--- config.mk ---
export PLATFORM = sky130hd
export DESIGN_NAME = cfcbt_core
export DESIGN_NICKNAME = d
export VERILOG_FILES = /design/src/cfcbt_pkg.sv /design/src/cfcbt_core.sv
export VERILOG_INCLUDE_DIRS = /design/src
export SDC_FILE = /design/constraint.sdc
export NUM_CORES = 1
export LEC_CHECK = 0
export BUFFER_PORTS_ARGS = -buffer_cell sky130_fd_sc_hd__buf_2
export CAP_MARGIN = 20
export CORE_UTILIZATION = 47
export CTS_BUF_LIST = sky130_fd_sc_hd__clkbuf_4
export DETAILED_ROUTE_END_ITERATION = 6
export HOLD_SLACK_MARGIN = 0.12
export PLACE_DENSITY = 0.74
export SYNTH_ARGS = -nofsm -noshare
export SYNTH_HDL_FRONTEND = slang
export SYNTH_SLANG_ARGS = --single-unit
--- constraint.sdc ---
create_clock -name clk -period 3.7 [get_ports clk]
set_input_delay 0 -clock clk [delete_from_list [all_inputs] [get_ports clk]]
set_output_delay 0 -clock clk [all_outputs]
set_load 0.05 [all_outputs]
--- src/cfcbt_cfg.svh ---
// Purpose: constants for the fault confinement and bit timing block
// Assumes: 32-bit avalon-mm slave, byte addresses, one word per register
// Notes: register offsets, the cfg2 and opt2 field positions and the limits live here; reset values are in the core
`ifndef CFCBT_CFG_SVH
`define CFCBT_CFG_SVH
// ==========================================================================
// register map (byte addresses)
`define CFCBT_ADDR_TX_CNT 6'h00
`define CFCBT_ADDR_RX_CNT 6'h04
`define CFCBT_ADDR_ERR_FLAG 6'h08
`define CFCBT_ADDR_CFG1 6'h0C
`define CFCBT_ADDR_CFG2 6'h10
`define CFCBT_ADDR_CFG3 6'h14
`define CFCBT_ADDR_OPT2 6'h18
`define CFCBT_ADDR_CRC 6'h1C
// ==========================================================================
// field positions
`define CFCBT_CFG2_PHSRC 7
`define CFCBT_CFG2_TRIPLE 6
`define CFCBT_OPT2_RLSEL 0
// ==========================================================================
// limits and timing
`define CFCBT_PASSIVE_LIMIT 9'h080
`define CFCBT_BUSOFF_LIMIT 9'h100
`define CFCBT_IDLE_BITS 4'hB
`define CFCBT_RECOVER_COUNT 8'h80
`define CFCBT_PROC_LEN 4'h2
`define CFCBT_CRC_POLY 15'h4599
`define CFCBT_UNMAPPED_DATA 32'h0000_0000
`endif

--- src/cfcbt_pkg.sv ---
// Purpose: shared types for the fault confinement and bit timing block
// Assumes: nothing beyond the cfg header
// Notes: one-hot state codes written out
package cfcbt_pkg;
  // ========================================================================
  // fault confinement states
  typedef enum logic [2:0] {
    CFCBT_ERR_ACTIVE = 3'b001,
    CFCBT_ERR_PASSIVE = 3'b010,
    CFCBT_BUS_OFF = 3'b100
  } cfcbt_err_t;
  // bit timer segments
  typedef enum logic [3:0] {
    CFCBT_SEG_SYNC = 4'b0001,
    CFCBT_SEG_PROP = 4'b0010,
    CFCBT_SEG_PH1 = 4'b0100,
    CFCBT_SEG_PH2 = 4'b1000
  } cfcbt_seg_t;
  // counter commands from the bit stream processor
  typedef enum logic [2:0] {
    CFCBT_CMD_NONE = 3'h0,
    CFCBT_CMD_TX_ERR = 3'h1,
    CFCBT_CMD_TX_OK = 3'h2,
    CFCBT_CMD_RX_ERR = 3'h3,
    CFCBT_CMD_RX_ERR8 = 3'h4,
    CFCBT_CMD_RX_OK = 3'h5
  } cfcbt_cmd_t;
endpackage : cfcbt_pkg

--- src/cfcbt_core.sv ---
// Purpose: crc, fault confinement counters and bit timer of a can controller
// Assumes: avalon-mm slave with waitrequest, one clock, async active-low reset
// Notes: frame sequencing lives outside; it drives counter commands and crc
//
// Implementation choices: register access over Avalon-MM and the register addresses.
`include "cfcbt_cfg.svh"

// Operation
// RULE_01: crc generated for transmit, checked on receive
// RULE_02: counters move only on processor commands
// RULE_03: both counters below 128 means error-active
// RULE_04: either counter at 128 means error-passive
// RULE_05: transmit count 256 enters and holds bus-off
// RULE_06: 128 runs of 11 recessive bits recover
// RULE_07: recovery listen select gives listen-only recovery
// RULE_08: error flag register shows active or passive
// RULE_09: counters eight bit, read-only, reset zero
// RULE_10: hard sync at frame start, resync otherwise
// RULE_11: quantum is two clocks times prescaler plus one
// RULE_12: software keeps bit time 8 to 25 quanta
// RULE_13: bit time is four segments in quanta
// RULE_14: software keeps segment ordering constraints
// RULE_15: sync segment is one quantum
// RULE_16: propagation segment 1 to 8 quanta
// RULE_17: phase one 1 to 8, ends at sample
// RULE_18: phase two at least two quanta
// RULE_19: phase segments adjusted by resynchronization
// RULE_20: triple sampling half a quantum apart, majority
// RULE_21: processing time fixed two quanta
// RULE_22: jump width code n gives n+1 quanta
// RULE_23: early edge lengthens one, late shortens two
// RULE_24: phase two source select picks length
// RULE_25: triple sample select enables majority detection
// RULE_26: standard increments, no rx underflow, tx holds
module cfcbt_core (
  // clock and reset
  input wire logic clk,
  input wire logic reset_n,
  // avalon-mm slave
  input wire logic [5:0] avs_address,
  input wire logic avs_read,
  input wire logic avs_write,
  input wire logic [31:0] avs_writedata,
  output logic [31:0] avs_readdata,
  output logic avs_waitrequest,
  // can pins
  input wire logic can_rx,
  output logic can_tx,
  // bit stream processor side
  input wire logic [2:0] bsp_cmd,
  input wire logic bsp_tx_bit,
  input wire logic bsp_sof,
  input wire logic bsp_crc_init,
  input wire logic bsp_crc_shift,
  input wire logic bsp_crc_bit,
  // status outputs
  output logic rx_bit_valid,
  output logic rx_bit,
  output logic listen_only,
  output logic [14:0] crc_value
);
  // ========================================================================
  // declarations
  logic rx_meta_ff, rx_sync_ff, rx_prev_ff; // input synchroniser
  logic [7:0] tx_error_count_ff; // transmit error count
  logic tx_over_ff; // transmit count passed 255
  logic [7:0] rx_error_count_ff; // receive error count
  cfcbt_pkg::cfcbt_err_t err_state_ff; // confinement state
  logic [7:0] bit_timing_cfg_one_ff, bit_timing_cfg_two_ff, bit_timing_cfg_three_ff;
  logic [7:0] option_register_two_ff;
  logic [14:0] crc_ff; // crc shift register
  logic [6:0] pre_cnt_ff; // half-quantum divider
  logic half_ff; // which half of quantum
  logic [3:0] tq_cnt_ff; // quantum within segment
  logic [4:0] ph1_len_ff, ph2_len_ff; // adjusted phase lengths
  cfcbt_pkg::cfcbt_seg_t seg_ff;
  logic s1_ff, s2_ff; // early samples for triple mode
  logic [3:0] idle_cnt_ff; // recessive bit run
  logic [7:0] recov_cnt_ff; // recovery runs seen
  logic ack_ff; // bus handshake phase
  logic hit_tq, hit_half, edge_seen, sample_pt, bit_end;
  logic [4:0] prop_len, ph1_cfg, ph2_cfg, jump_len;
  logic [8:0] tx_cnt_ext, rx_cnt_ext; // counters at nine bits, tx with its overflow bit, rx zero-padded
  logic resync_ok, early_edge; // edge allowed to move the bit timer
  // ========================================================================
  // helper functions
  function automatic logic [4:0] len_of(input logic [2:0] code);
    len_of = {2'b00, code} + 5'h01;
  endfunction : len_of
  function automatic logic maj3(input logic a, input logic b, input logic c);
    maj3 = (a & b) | (a & c) | (b & c);
  endfunction : maj3
  // ========================================================================
  // receive input synchroniser
  always_ff @(posedge clk or negedge reset_n) begin
    if (!reset_n) begin
      rx_meta_ff <= 1'b1;
      rx_sync_ff <= 1'b1;
      rx_prev_ff <= 1'b1;
    end else begin
      rx_meta_ff <= can_rx;
      rx_sync_ff <= rx_meta_ff;
      rx_prev_ff <= rx_sync_ff;
    end
  end
  assign edge_seen = rx_prev_ff & ~rx_sync_ff; // recessive to dominant
  // ========================================================================
  // avalon slave: one wait cycle, then answer
  always_ff @(posedge clk or negedge reset_n) begin
    if (!reset_n) begin
      ack_ff <= 1'b0;
      avs_waitrequest <= 1'b1;
    end else begin
      ack_ff <= (avs_read | avs_write) & ~ack_ff;
      avs_waitrequest <= ~((avs_read | avs_write) & ~ack_ff);
    end
  end
  // configuration registers, written on the accepting edge
  always_ff @(posedge clk or negedge reset_n) begin
    if (!reset_n) begin
      bit_timing_cfg_one_ff <= 8'h00;
      bit_timing_cfg_two_ff <= 8'h00;
      bit_timing_cfg_three_ff <= 8'h01;
      option_register_two_ff <= 8'h00;
    end else if (avs_write && ack_ff) begin
      case (avs_address)
        `CFCBT_ADDR_CFG1: bit_timing_cfg_one_ff <= avs_writedata[7:0];
        `CFCBT_ADDR_CFG2: bit_timing_cfg_two_ff <= avs_writedata[7:0];
        `CFCBT_ADDR_CFG3: bit_timing_cfg_three_ff <= {1'b0, avs_writedata[6], 3'b000,
                                                      avs_writedata[2:0]};
        `CFCBT_ADDR_OPT2: option_register_two_ff <= avs_writedata[7:0];
        default: ; // read-only or unmapped: ignored
      endcase
    end
  end
  // read mux; counters are read-only
  always_ff @(posedge clk or negedge reset_n) begin
    if (!reset_n) begin
      avs_readdata <= 32'h0000_0000;
    end else if (avs_read && !ack_ff) begin
      case (avs_address)
        `CFCBT_ADDR_TX_CNT: avs_readdata <= {24'h00_0000, tx_error_count_ff}; // see RULE_09
        `CFCBT_ADDR_RX_CNT: avs_readdata <= {24'h00_0000, rx_error_count_ff}; // see RULE_09
        // bit0 error-passive state flags: bit3 tx passive, bit4 rx passive, bit5 bus-off
        `CFCBT_ADDR_ERR_FLAG: avs_readdata <= {26'h000_0000, tx_over_ff,
            rx_cnt_ext >= `CFCBT_PASSIVE_LIMIT, tx_cnt_ext >= `CFCBT_PASSIVE_LIMIT,
            2'b00, err_state_ff == cfcbt_pkg::CFCBT_ERR_PASSIVE}; // see RULE_08
        `CFCBT_ADDR_CFG1: avs_readdata <= {24'h00_0000, bit_timing_cfg_one_ff};
        `CFCBT_ADDR_CFG2: avs_readdata <= {24'h00_0000, bit_timing_cfg_two_ff};
        `CFCBT_ADDR_CFG3: avs_readdata <= {24'h00_0000, bit_timing_cfg_three_ff};
        `CFCBT_ADDR_OPT2: avs_readdata <= {24'h00_0000, option_register_two_ff};
        `CFCBT_ADDR_CRC: avs_readdata <= {17'h0_0000, crc_ff};
        default: avs_readdata <= `CFCBT_UNMAPPED_DATA;
      endcase
    end
  end
  // ========================================================================
  // crc: same register for send and check
  always_ff @(posedge clk or negedge reset_n) begin
    if (!reset_n) begin
      crc_ff <= 15'h0000;
    end else if (bsp_crc_init) begin
      crc_ff <= 15'h0000;
    end else if (bsp_crc_shift) begin
      // shift over stuff-free bits up to control or data end, see RULE_01
      crc_ff <= {crc_ff[13:0], 1'b0} ^ ((bsp_crc_bit ^ crc_ff[14]) ? `CFCBT_CRC_POLY : 15'h0000);
    end
  end
  // ========================================================================
  // error counters, stepped only by commands
  assign tx_cnt_ext = {tx_over_ff, tx_error_count_ff};
  assign rx_cnt_ext = {1'b0, rx_error_count_ff};
  always_ff @(posedge clk or negedge reset_n) begin
    if (!reset_n) begin
      tx_error_count_ff <= 8'h00;
      tx_over_ff <= 1'b0;
    end else if (err_state_ff == cfcbt_pkg::CFCBT_BUS_OFF) begin
      if (recov_cnt_ff == `CFCBT_RECOVER_COUNT) begin
        tx_error_count_ff <= 8'h00; // recovery clears, see RULE_26
        tx_over_ff <= 1'b0;
      end
    end else begin
      case (cfcbt_pkg::cfcbt_cmd_t'(bsp_cmd)) // see RULE_02
        cfcbt_pkg::CFCBT_CMD_TX_ERR: {tx_over_ff, tx_error_count_ff} <= tx_cnt_ext + 9'h008;
        cfcbt_pkg::CFCBT_CMD_TX_OK:
          if (tx_cnt_ext != 9'h000) tx_error_count_ff <= tx_error_count_ff - 8'h01;
        default: ;
      endcase
    end
  end
  always_ff @(posedge clk or negedge reset_n) begin
    if (!reset_n) begin
      rx_error_count_ff <= 8'h00;
    end else if (err_state_ff == cfcbt_pkg::CFCBT_BUS_OFF) begin
      if (recov_cnt_ff == `CFCBT_RECOVER_COUNT) rx_error_count_ff <= 8'h00;
    end else begin
      case (cfcbt_pkg::cfcbt_cmd_t'(bsp_cmd)) // see RULE_02
        cfcbt_pkg::CFCBT_CMD_RX_ERR:
          if (rx_error_count_ff != 8'hFF) rx_error_count_ff <= rx_error_count_ff + 8'h01;
        cfcbt_pkg::CFCBT_CMD_RX_ERR8:
          rx_error_count_ff <= (rx_error_count_ff > 8'hF7) ? 8'hFF : rx_error_count_ff + 8'h08;
        cfcbt_pkg::CFCBT_CMD_RX_OK: // no wrap below zero, see RULE_26
          if (rx_error_count_ff > 8'h7F) rx_error_count_ff <= 8'h78;
          else if (rx_error_count_ff != 8'h00) rx_error_count_ff <= rx_error_count_ff - 8'h01;
        default: ;
      endcase
    end
  end
  // ========================================================================
  // confinement state machine
  always_ff @(posedge clk or negedge reset_n) begin
    if (!reset_n) begin
      err_state_ff <= cfcbt_pkg::CFCBT_ERR_ACTIVE;
    end else begin
      case (err_state_ff)
        cfcbt_pkg::CFCBT_BUS_OFF:
          if (recov_cnt_ff == `CFCBT_RECOVER_COUNT)
            err_state_ff <= cfcbt_pkg::CFCBT_ERR_ACTIVE; // see RULE_06
        default:
          if (tx_cnt_ext >= `CFCBT_BUSOFF_LIMIT) err_state_ff <= cfcbt_pkg::CFCBT_BUS_OFF; // see RULE_05
          else if (tx_cnt_ext >= `CFCBT_PASSIVE_LIMIT || rx_cnt_ext >= `CFCBT_PASSIVE_LIMIT)
            err_state_ff <= cfcbt_pkg::CFCBT_ERR_PASSIVE; // see RULE_04
          else err_state_ff <= cfcbt_pkg::CFCBT_ERR_ACTIVE; // see RULE_03
      endcase
    end
  end
  // recovery: count runs of recessive bits while bus-off
  always_ff @(posedge clk or negedge reset_n) begin
    if (!reset_n) begin
      idle_cnt_ff <= 4'h0;
      recov_cnt_ff <= 8'h00;
    end else if (err_state_ff != cfcbt_pkg::CFCBT_BUS_OFF) begin
      idle_cnt_ff <= 4'h0;
      recov_cnt_ff <= 8'h00;
    end else if (sample_pt) begin
      if (!rx_sync_ff) idle_cnt_ff <= 4'h0;
      else if (idle_cnt_ff == `CFCBT_IDLE_BITS - 4'h1) begin
        idle_cnt_ff <= 4'h0;
        recov_cnt_ff <= recov_cnt_ff + 8'h01; // see RULE_06
      end else idle_cnt_ff <= idle_cnt_ff + 4'h1;
    end
  end
  // listen-only while recovering, transmitter silenced in bus-off
  always_ff @(posedge clk or negedge reset_n) begin
    if (!reset_n) begin
      listen_only <= 1'b0;
      can_tx <= 1'b1;
    end else begin
      listen_only <= (err_state_ff == cfcbt_pkg::CFCBT_BUS_OFF) &&
                     option_register_two_ff[`CFCBT_OPT2_RLSEL]; // see RULE_07
      can_tx <= (err_state_ff == cfcbt_pkg::CFCBT_BUS_OFF) ? 1'b1 : bsp_tx_bit;
    end
  end
  // ========================================================================
  // bit timer: half-quantum tick from the prescaler
  assign hit_half = pre_cnt_ff == {1'b0, bit_timing_cfg_one_ff[5:0]};
  assign hit_tq = hit_half & half_ff; // two ticks per quantum, see RULE_11
  always_ff @(posedge clk or negedge reset_n) begin
    if (!reset_n) begin
      pre_cnt_ff <= 7'h00;
      half_ff <= 1'b0;
    end else if (bsp_sof && edge_seen) begin
      pre_cnt_ff <= 7'h00; // hard sync restarts quantum
      half_ff <= 1'b0;
    end else if (hit_half) begin
      pre_cnt_ff <= 7'h00;
      half_ff <= ~half_ff;
    end else pre_cnt_ff <= pre_cnt_ff + 7'h01;
  end
  assign prop_len = len_of(bit_timing_cfg_two_ff[2:0]); // see RULE_16
  assign ph1_cfg = len_of(bit_timing_cfg_two_ff[5:3]); // see RULE_17
  assign jump_len = len_of({1'b0, bit_timing_cfg_one_ff[7:6]}); // see RULE_22
  // resync only when not sending dominant
  assign resync_ok = edge_seen && !(bsp_tx_bit == 1'b0 && !listen_only); // see RULE_10
  assign early_edge = resync_ok && (seg_ff == cfcbt_pkg::CFCBT_SEG_PROP ||
                                    seg_ff == cfcbt_pkg::CFCBT_SEG_PH1);
  // phase two length, never under two quanta, see RULE_24
  assign ph2_cfg = bit_timing_cfg_two_ff[`CFCBT_CFG2_PHSRC] ?
      ((len_of(bit_timing_cfg_three_ff[2:0]) < {1'b0, `CFCBT_PROC_LEN}) ? {1'b0, `CFCBT_PROC_LEN}
        : len_of(bit_timing_cfg_three_ff[2:0])) // see RULE_18
      : ((ph1_cfg > {1'b0, `CFCBT_PROC_LEN}) ? ph1_cfg : {1'b0, `CFCBT_PROC_LEN}); // see RULE_21
  assign sample_pt = hit_tq && seg_ff == cfcbt_pkg::CFCBT_SEG_PH1 &&
                     {1'b0, tq_cnt_ff} + 5'h01 >= ph1_len_ff;
  assign bit_end = hit_tq && seg_ff == cfcbt_pkg::CFCBT_SEG_PH2 &&
                   {1'b0, tq_cnt_ff} + 5'h01 >= ph2_len_ff;
  // segment sequencer with resynchronization
  always_ff @(posedge clk or negedge reset_n) begin
    if (!reset_n) begin
      seg_ff <= cfcbt_pkg::CFCBT_SEG_SYNC;
      tq_cnt_ff <= 4'h0;
      ph1_len_ff <= 5'h01;
      ph2_len_ff <= 5'h02;
    end else if (bsp_sof && edge_seen) begin
      seg_ff <= cfcbt_pkg::CFCBT_SEG_SYNC; // hard sync, see RULE_10
      tq_cnt_ff <= 4'h0;
      ph1_len_ff <= ph1_cfg;
      ph2_len_ff <= ph2_cfg;
    end else if (resync_ok && seg_ff == cfcbt_pkg::CFCBT_SEG_PH2) begin
      seg_ff <= cfcbt_pkg::CFCBT_SEG_SYNC; // late edge cuts phase two, see RULE_19
      tq_cnt_ff <= 4'h0;
      ph1_len_ff <= ph1_cfg;
    end else if (early_edge && !hit_tq) begin
      ph1_len_ff <= ph1_cfg + jump_len; // early edge stretches phase one, see RULE_23
    end else if (hit_tq) begin
      // an early edge on a quantum tick must not swallow the tick
      if (early_edge) ph1_len_ff <= ph1_cfg + jump_len; // see RULE_23
      case (seg_ff) // see RULE_13
        cfcbt_pkg::CFCBT_SEG_SYNC: begin
          seg_ff <= cfcbt_pkg::CFCBT_SEG_PROP; // one quantum, see RULE_15
          tq_cnt_ff <= 4'h0;
        end
        cfcbt_pkg::CFCBT_SEG_PROP:
          if ({1'b0, tq_cnt_ff} + 5'h01 >= prop_len) begin
            seg_ff <= cfcbt_pkg::CFCBT_SEG_PH1;
            tq_cnt_ff <= 4'h0;
          end else tq_cnt_ff <= tq_cnt_ff + 4'h1;
        cfcbt_pkg::CFCBT_SEG_PH1:
          if (sample_pt) begin
            seg_ff <= cfcbt_pkg::CFCBT_SEG_PH2;
            tq_cnt_ff <= 4'h0;
            ph2_len_ff <= ph2_cfg;
          end else tq_cnt_ff <= tq_cnt_ff + 4'h1;
        cfcbt_pkg::CFCBT_SEG_PH2:
          if (bit_end) begin
            seg_ff <= cfcbt_pkg::CFCBT_SEG_SYNC;
            tq_cnt_ff <= 4'h0;
            ph1_len_ff <= ph1_cfg;
          end else tq_cnt_ff <= tq_cnt_ff + 4'h1;
        default: seg_ff <= cfcbt_pkg::CFCBT_SEG_SYNC;
      endcase
    end
  end
  // early samples each half quantum, majority at sample point
  always_ff @(posedge clk or negedge reset_n) begin
    if (!reset_n) begin
      s1_ff <= 1'b1;
      s2_ff <= 1'b1;
      rx_bit <= 1'b1;
      rx_bit_valid <= 1'b0;
    end else begin
      if (hit_half) begin
        s1_ff <= s2_ff; // see RULE_20
        s2_ff <= rx_sync_ff;
      end
      rx_bit_valid <= sample_pt;
      if (sample_pt)
        rx_bit <= bit_timing_cfg_two_ff[`CFCBT_CFG2_TRIPLE] ?
                  maj3(s1_ff, s2_ff, rx_sync_ff) : rx_sync_ff; // see RULE_25
    end
  end
  always_ff @(posedge clk or negedge reset_n) begin
    if (!reset_n) crc_value <= 15'h0000;
    else crc_value <= crc_ff;
  end
  // ========================================================================
  // assertions
  AST_BUSOFF_ENTRY: assert property (@(posedge clk) disable iff (!reset_n) // see RULE_05
    (tx_cnt_ext >= `CFCBT_BUSOFF_LIMIT && err_state_ff != cfcbt_pkg::CFCBT_BUS_OFF)
      |=> err_state_ff == cfcbt_pkg::CFCBT_BUS_OFF) else $error("bus-off not entered");
  AST_PASSIVE: assert property (@(posedge clk) disable iff (!reset_n) // see RULE_04
    (err_state_ff != cfcbt_pkg::CFCBT_BUS_OFF && tx_cnt_ext < `CFCBT_BUSOFF_LIMIT &&
     rx_cnt_ext >= `CFCBT_PASSIVE_LIMIT) |=> err_state_ff == cfcbt_pkg::CFCBT_ERR_PASSIVE)
    else $error("passive not entered");
  AST_ACTIVE: assert property (@(posedge clk) disable iff (!reset_n) // see RULE_03
    (err_state_ff == cfcbt_pkg::CFCBT_ERR_PASSIVE && tx_cnt_ext < `CFCBT_PASSIVE_LIMIT &&
     rx_cnt_ext < `CFCBT_PASSIVE_LIMIT) |=> err_state_ff == cfcbt_pkg::CFCBT_ERR_ACTIVE)
    else $error("active not restored");
  AST_RECOVER: assert property (@(posedge clk) disable iff (!reset_n) // see RULE_06
    $rose(err_state_ff == cfcbt_pkg::CFCBT_ERR_ACTIVE) && $past(err_state_ff[2])
      |-> $past(recov_cnt_ff) == `CFCBT_RECOVER_COUNT) else $error("early recovery");
  AST_LISTEN: assert property (@(posedge clk) disable iff (!reset_n) // see RULE_07
    (err_state_ff == cfcbt_pkg::CFCBT_BUS_OFF && option_register_two_ff[0]) ##1
      (err_state_ff == cfcbt_pkg::CFCBT_BUS_OFF) |-> listen_only) else $error("not listening");
  AST_SYNC_ONE: assert property (@(posedge clk) disable iff (!reset_n) // see RULE_15
    (hit_tq && seg_ff == cfcbt_pkg::CFCBT_SEG_SYNC && !edge_seen)
      |=> seg_ff == cfcbt_pkg::CFCBT_SEG_PROP) else $error("sync not one quantum");
  AST_PH2_MIN: assert property (@(posedge clk) disable iff (!reset_n) // see RULE_18
    seg_ff == cfcbt_pkg::CFCBT_SEG_PH2 |-> ph2_len_ff >= 5'h02) else $error("phase two short");
  AST_RX_VALID: assert property (@(posedge clk) disable iff (!reset_n) // see RULE_17
    sample_pt |=> rx_bit_valid ##1 !rx_bit_valid) else $error("sample strobe wrong");
endmodule : cfcbt_core

# Yosys cells after proc, flatten, opt, wreduce, memory -nomap -nowiden
# Index checks and enable logic that the tools add are counted.
# word_totals
reg_bits	159
word_cells	218
# classes
addsub	15
n_lt_le_gt_ge	10
eq_ne	33
mux	67
bitwise	16
reduce_logical	47
# ops
operator	count
one-hot mux 15 bit (8 select lines)	1
two-way mux 8 bit	12
two-way mux 4 bit	21
two-way mux 5 bit	13
two-way mux 15 bit	3
one-hot mux 4 bit (4 select lines)	2
equality test 6 x 5 -> 1 bit, second input constant	4
one-hot mux 8 bit (3 select lines)	1
nonzero test 2 bit	9
adder 8 x 1 -> 8 bit, second input constant	2
one-hot mux 8 bit (2 select lines)	1
subtractor 8 x 1 -> 8 bit, second input constant	2
bitwise XOR 15 bit	1
two-way mux 7 bit	2
logical AND 1 bit	13
adder 3 x 1 -> 4 bit, second input constant	3
equality test 6 x 4 -> 1 bit, second input constant	2
inequality test 3 bit, second input constant	4
>= comparator 5 bit	2
AND reduction 2 bit	5
AND reduction 5 bit	2
adder 9 x 4 -> 9 bit, second input constant	1
equality test 3 x 2 -> 1 bit, second input constant	3
equality test 3 bit, second input constant	3
44 further kinds	76

# Depth between registers and ports, before layout
# Gate-level depths: netlist of run 1.
# depth
ltp_word	12
depth_mapped	10
depth_no_buf	9

# Worst setup path after synthesis of run 1
# Ideal clock, no wire load.
# synth_timing
path_type	register to register
start	reg tq_cnt_ff[0]
end	reg seg_ff[2]
t_arrival_ns	2.534
t_required_ns	3.574
setup_slack_ns	1.040
stages_incl_launch_ff	10
path_buffers	0
synth_period_minus_slack_ns	2.660
cell_sequence	dfrtp_1 -> and3_4 -> xor2_2 -> ha_1 -> nor4bb_1 -> or4_1 -> nor3_1 -> a21oi_1 -> a21o_1 -> a311o_1
# synth_between
elab_chain_cells	5
elab_cells_between_ends	10
# synth_lines
item	line	text
start: declaration	cfcbt_core.sv:74	logic [3:0] tq_cnt_ff;
start signal: assignment	cfcbt_core.sv:316	end else tq_cnt_ff <= tq_cnt_ff + 4'h1;
start signal: assignment	cfcbt_core.sv:322	end else tq_cnt_ff <= tq_cnt_ff + 4'h1;
start signal: assignment	cfcbt_core.sv:328	end else tq_cnt_ff <= tq_cnt_ff + 4'h1;
adder 4 x 1 -> 5 bit *	cfcbt_core.sv:283, cfcbt_core.sv:285, cfcbt_core.sv:313	
>= comparator 5 bit (on tied branches)	cfcbt_core.sv:285, cfcbt_core.sv:283	
logical AND 1 bit (on tied branches)	cfcbt_core.sv:284, cfcbt_core.sv:282	
inequality test 4 x 3 -> 1 bit (no line)	-	
AND reduction 5 bit (no line) *	-	
end signal: assignment	cfcbt_core.sv:289	seg_ff <= cfcbt_pkg::CFCBT_SEG_SYNC;
end signal: assignment	cfcbt_core.sv:294	seg_ff <= cfcbt_pkg::CFCBT_SEG_SYNC;
end signal: assignment	cfcbt_core.sv:299	seg_ff <= cfcbt_pkg::CFCBT_SEG_SYNC;
end: declaration	cfcbt_core.sv:76	cfcbt_pkg::cfcbt_seg_t seg_ff;
# Every way passes the cells marked *; elsewhere a longest branch is shown, timed or not.
# A chain may end at the register's enable or synchronous reset.

# Worst setup path in the final report of run 1
# layout_timing
start	reg tq_cnt_ff[2]
end	reg seg_ff[2]
# Same word-level chain as after synthesis.

==> results of run 1 <==
-- final cells by class --
type	instances	area, um^2
Multi-Input combinational cell	575	3960
Tap cell	216	270
Timing Repair Buffer	104	737
Inverter	35	131
Sequential cell	141	3540
Clock inverter	15	161
Clock buffer	17	128
Fill cell	1411	7180
-- cells in the final DEF (no fill, tap or decap), drive strengths merged, types with 7 or more instances in the layout --
master,instances
xnor2,19
ha,29
clkbuf,18
nand3,26
mux2i,19
and3,9
nand2,59
nand4,9
o211ai,7
inv,46
a22oi,17
dlygate4sd3,34
a31oi,9
o21ai,38
a22o,10
a211oi,10
dfstp,13
a21oi,33
dfrtp,128
nor2,63
mux2,34
conb,17
nor3,23
nand2b,14
buf,69
a21o,7
xor2,20
-- power by group through the flow --
stage | logic (W) | registers [W] | clock network, W
5_1_grt | 0.00143 | 0.00216 | 0.00110
2_1_floorplan | 0.00102 | 0.00202 | 0
3_3_place_gp | 0.00120 | 0.00214 | 0
4_1_cts | 0.00127 | 0.00211 | 0.00104
3_5_place_dp | 0.00123 | 0.00215 | 0
6_report | 0.00128 | 0.00212 | 0.00102
-- metrics by stage --
stage / total power (W) / area [um^2] / util / hold WS (ps)
floorplan: 0.00304 / 7920 / - / -296
global placement: 0.00334 / 8270 / 0.513 / 60.5
detailed placement: 0.00338 / 8270 / 0.513 / 60.1
CTS: 0.00443 / 8930 / 0.554 / 174
global route: 0.00470 / 8930 / 0.554 / 189
finish: 0.00442 / 8930 / 0.554 / 202
-- worst register-to-register path: cells and delay by family (launching register included) --
family | cells | cell delay, ps
flip-flops | 1 | 540
XOR/XNOR | 1 | 240
AND/OR/NAND/NOR | 4 | 1090
buffers and inverters | 1 | 160
AO/OA/AOI/OAI | 3 | 650
adder cells (fa/ha/maj) | 1 | 300
-- layer usage --
layer | share of wire | up-vias | GRT usage
met5 | 0 | - | 0
met4 | 0.016 | 0 | 0.0698
met3 | 0.046 | 29 | 0.0463
met2 | 0.49 | 188 | 0.373
met1 | 0.45 | 3152 | 0.292
li1 | - | 3010 | -
-- what timing repair did --
item,4_1_cts,5_1_grt
hold buffers,35,0
hold endpoints to repair,219,0
buffers inserted,0,0
-- Yosys cell counts (all sizes together), types with 6 or more instances --
cell and number:
mux2i 19, ha 29, or4 6, a31oi 9
nand2b 14, o211ai 7, dfrtp 128, buf 25
nor3 23, a22oi 17, nand4 9, a21oi 33
nand3 26, inv 35, xnor2 19, o21ai 38
o41ai 6, nor4 6, a21o 7, xor2 20
clkbuf 27, and3 9, dfstp 13, nor2 63
nand2 59, mux2 34, a22o 10, a211oi 10
-- kinds of logic after synthesis --
logic type,synth area share
fa+ha+maj,0.0487
compound gates,0.169
xor+xnor,0.0444
flops,0.451
other cells,0.000477
simple gates,0.161
buf+inv,0.0519
mux,0.0730
-- worst paths after layout --
path | startpoint | to | cells past startpoint
min reg2reg | rx_meta_ff | rx_sync_ff | 0
min in group asynchronous | reset_n | avs_waitrequest | 3
max | tq_cnt_ff[2] | seg_ff[2] | 10
max reg2reg | tq_cnt_ff[2] | seg_ff[2] | 10
min | bsp_tx_bit | can_tx | 3
max in group asynchronous | reset_n | rx_sync_ff | 4
-- registers in the layout (all words and copies together) (netlist names), 3 cells and up --
register / count
rx_error_count_ff: 8
pre_cnt_ff: 7
tx_error_count_ff: 8
seg_ff: 4
idle_cnt_ff: 4
tq_cnt_ff: 4
crc_value: 15
bit_timing_cfg_two_ff: 8
crc_ff: 15
ph2_len_ff: 4
recov_cnt_ff: 8
avs_readdata: 15
bit_timing_cfg_three_ff: 4
option_register_two_ff: 8
ph1_len_ff: 5
bit_timing_cfg_one_ff: 8
err_state_ff: 3
==> metrics.yaml, run 1 <==
timing:
  finalSetupViolCount: 0
  hold_viol_final: 0
  finClkSkew_ps: 32.3
  fin_ws_ps: 631
  fin_crit_sh: 0.829
  grt_setup_unrepaired: "false"
  fmax_mhz: 326
  slew_headroom: 0.306
  finalCriticalPeriod_ps: 3070
  tns_ps: 0
  worst_pin_slew_ps: 1040
  maxSlewViolCount: 0
synthesis:
  ys.flop_type: "dfrtp_1"
  synth_area_leaders: "dfrtp_1 (41%), mux2_2 (4.9%), ha_1 (4.6%), dfstp_2 (4.3%), nor2_1 (3.0%)"
  ys_types: 80
  ys_seq_area_frac: 0.451
  postSynthCellCount: 787
  synth_top_area_cell: "dfrtp_1"
  avgSynthCellArea_um2: 9.98
  netlist_area_um2: 7860
  synth_warnings: 0
  synth_edf_count: 0
  synth_top_cell_area_share: 0.408
  ys_ff_latch: 141
  synth-async-reset-ratio: 1.00
floorplanning:
  io-pin-count: 103
  die_height_um: 131
  die_w_um: 131
  rows: 46
  start_util: 0.487
  design.core.area_um2: 16100
  dieArea_um2: 17200
final_layout:
  synthToLayoutAreaGrowth_pct: 13.7
  antenna_cells: 0
  layout.cells.non_filler: 1103
  nNetsFinal: 955
  drive_gt1_frac: 0.192
clock_tree:
  root_buffer: "clkbuf_4"
  clk_latency_ps: 590
  cts_resized: 0
  cts_tree: "done"
  clock_sinks: 141
  cts_buffers: 17
  clockBufferDepth: 2
  h-tree-depth: 4
  clk_pin_slew_ps: 140
routing:
  drtAntennaViolNets: 0
  drcViolationCount: 0
  viasPerCell: 5.78
  wl_per_cell_um: 17.0
  routed_wl_mm: 18.7
  dr.pass1.iters: 6
  routed-via-count: 6379
  detailedRoute.firstIterationViolations: 432
place:
  dp.cells: 1035
  io_buffers: 61
  hpwl_mm: 13.1
  pre_cts_ws_ps: 662
  place.gp.congestion: 0.874
pwr:
  p_clk_frac: 0.231
  peakVddDrop_mv: 0.387
  powerDensity_nw_per_um2: 495
  seq_power_share: 0.480
  switchingPower_w: 0.00179
  p_leak_nw: 4.16
  combPwrFrac: 0.290
  intPower_w: 0.00263
  switching_share: 0.405
setup_path:
  critical_path.startpoint_type: "flop"
  end_kind: "flop"
  worstPathCellList: "and3_4, xor2_2, ha_1, nor4bb_1, or4_1, nor3_1, a21oi_1, buf_4, a21o_1, a311o_1"
  slowest_delay_ps: 540
  critPathTopFamily: "simple AND/OR/NAND/NOR gates"
  critical_path.max_fanout: 9
  crit_buf_inv: 1
  slowest_stage: "dfrtp_1"
  worstPathArrival_ps: 3540
  reg2reg_slack_ps: 630
  required_ps: 4170
  path_class: "reg2reg"
job:
  drv_cap: 0
worst_hold_path:
  hp-class: "in2reg"
global_routing:
  antenna_found_initial: 0
  grt.total_usage: 0.224
  overflow: 0
  grt_pass1_vias: 6198
  grt_pass1_wl_mm: 31.0
  grt_max_degree: 69
outcome:
  status: "finished, final reports clean"
Note: power is estimated with default switching activity, not from simulation.
==> run 2, diff against run 1 <==
Clock period 3.7 ns to 2.96 ns, I/O delays scaled along.
==> run 2 against run 1 <==
Routed wire length barely moved. Core utilization rose by 1.0 points. Maximum frequency rose by 7.9%. Die area unchanged. Power up 27%. Critical endpoint unchanged.
==> metrics.yaml, run 2 (synthesis gave the netlist of run 1 again) <==
routing:
  viasPerCell: 5.70  # -1.4%
  routed_wl_mm: 18.7  # about the same
  wl_per_cell_um: 16.7  # -1.4%
  drcViolationCount: 0  # unchanged
  drtAntennaViolNets: 0  # unchanged
  dr.pass1.iters: 6  # unchanged
  detailedRoute.firstIterationViolations: 558  # +29%
  routed-via-count: 6377  # -0.031%
timing:
  finClkSkew_ps: 23.5  # -8.77 ps
  slew_headroom: 0.423  # +0.117
  finalSetupViolCount: 0  # unchanged
  hold_viol_final: 0  # unchanged
  hold_ws_ps: 181  # -21.2 ps
  fin_crit_sh: 0.960  # +0.131
  maxSlewViolCount: 0  # unchanged
  tns_ps: 0  # unchanged
  finalCriticalPeriod_ps: 2840  # -226 ps
  grt_setup_unrepaired: "false"
  fin_ws_ps: 117  # -514 ps
  fmax_mhz: 352  # +7.9%
  worst_pin_slew_ps: 859  # -178 ps
floorplanning:
  io-pin-count: 103  # unchanged
  die_height_um: 131  # unchanged
  die_w_um: 131  # unchanged
  dieArea_um2: 17200  # unchanged
  start_util: 0.487  # unchanged
  design.core.area_um2: 16100  # unchanged
  rows: 46  # unchanged
outcome:
  status: "finished, final reports clean"
setup_path:
  slowest_delay_ps: 500  # -40 ps
  path_class: "reg2reg"
  required_ps: 3430  # -740 ps
  crit_buf_inv: 0  # -1
  worstPathArrival_ps: 3310  # -230 ps
  end_kind: "flop"
  slowest_stage: "or4_1"
  critical_path.startpoint_type: "flop"
  worstPathCellList: "and3_4, xor2_4, ha_1, nor4bb_1, or4_1, nor3_1, a21oi_2, a21o_1, a311o_1"
  reg2reg_slack_ps: 120  # -510 ps
  critPathTopFamily: "simple AND/OR/NAND/NOR gates"
  critical_path.max_fanout: 7  # -2
global_routing:
  grt_max_degree: 55  # -20%
  antenna_found_initial: 0  # unchanged
  grt_pass1_vias: 6198  # unchanged
  grt.total_usage: 0.227  # +0.00298
  overflow: 0  # unchanged
  grt_pass1_wl_mm: 31.5  # +1.6%
clock_tree:
  clockBufferDepth: 2  # unchanged
  post_cts_buffers: 0  # unchanged
  h-tree-depth: 4  # unchanged
  cts_buffers: 17  # unchanged
  clk_pin_slew_ps: 150  # about the same
  root_buffer: "clkbuf_4"
  clock_sinks: 141  # unchanged
  clk_latency_ps: 580  # about the same
  cts_tree: "done"
final_layout:
  final_cell_mix: "dfrtp_1 (127), nor2_1 (63), buf_2 (60), nand2_1 (59), dlygate4sd3_1 (37)"
  antenna_cells: 0  # unchanged
  drive_gt1_frac: 0.205  # +0.0134
  synthToLayoutAreaGrowth_pct: 15.9
  final_common_cell: "dfrtp_1"
  nNetsFinal: 970  # +1.6%
  top_regs: "avs_readdata x15, crc_ff x15, crc_value x15"
place:
  place.gp.congestion: 0.881  # +0.76%
  io_buffers: 61  # unchanged
  pre_cts_ws_ps: 91.9  # -570 ps
  hpwl_mm: 13.2  # +0.78%
pwr:
  powerDensity_nw_per_um2: 617  # +25%
  peakVddDrop_mv: 0.340  # -12%
  p_leak_nw: 4.26  # +2.5%
job:
  drv_cap: 0  # unchanged
worst_hold_path:
  hp-class: "in2reg"
[run 2: routing by layer]
layer	global-route usage	vias up	part of all wire	wire, um
li1	-	3052	-	-
met1	0.310	3124	0.45	8480
met2	0.364	176	0.48	9000
met3	0.0463	25	0.047	882
met4	0.0665	0	0.017	323
met5	0	-	0	0
[run 2: metrics by stage]
stage | cells | cell area [um^2] | power (W) | utilization
2_1_floorplan | 803 | 7920 | 0.00380 | -
3_3_place_gp | 1048 | 8370 | 0.00419 | 0.519
3_5_place_dp | 1048 | 8370 | 0.00424 | 0.519
4_1_cts | 1118 | 9080 | 0.00563 | 0.564
5_1_grt | 1118 | 9100 | 0.00596 | 0.565
6_report | 1118 | 9100 | 0.00562 | 0.565
[run 2: repair_timing]
item,in CTS,in global routing
hold buffers,38,0
endpoints found under the setup margin,0,5
resized for setup,0,4
hold endpoints to repair,227,0
[run 2: final timing paths]
kind,startpoint,to,cells past startpoint
setup reg to reg,tq_cnt_ff[0],seg_ff[2],9
setup / recovery,tq_cnt_ff[0],seg_ff[2],9
max in group asynchronous,reset_n,avs_waitrequest,4
min in group asynchronous,reset_n,crc_value[7],4
hold reg to reg,rx_meta_ff,rx_sync_ff,0
hold / removal,avs_address[5],avs_readdata[13],6
[run 2: final cells by class]
type,instances,area (um^2)
flip-flops and latches,141,3550
fillers,1397,7010
multi-input cells,575,3980
inverters,35,131
well taps,216,270
clock inverters,15,189
clock buffers,17,128
repair buffers,119,860
[run 2: report_power, final]
group	switching (W)	internal, W	total [W]
Sequential	0.000379	0.00224	0.00262
Clock	0.000873	0.000480	0.00135
Combinational	0.000969	0.000682	0.00165
Total	0.00222	0.00340	0.00562
[run 2: tightest hold or removal path: stages]
cell and delay, ps:
buf_2 120, nand2b_1 210, nor2_1 80, buf_4 190
nand2_1 80, o21ai_0 60
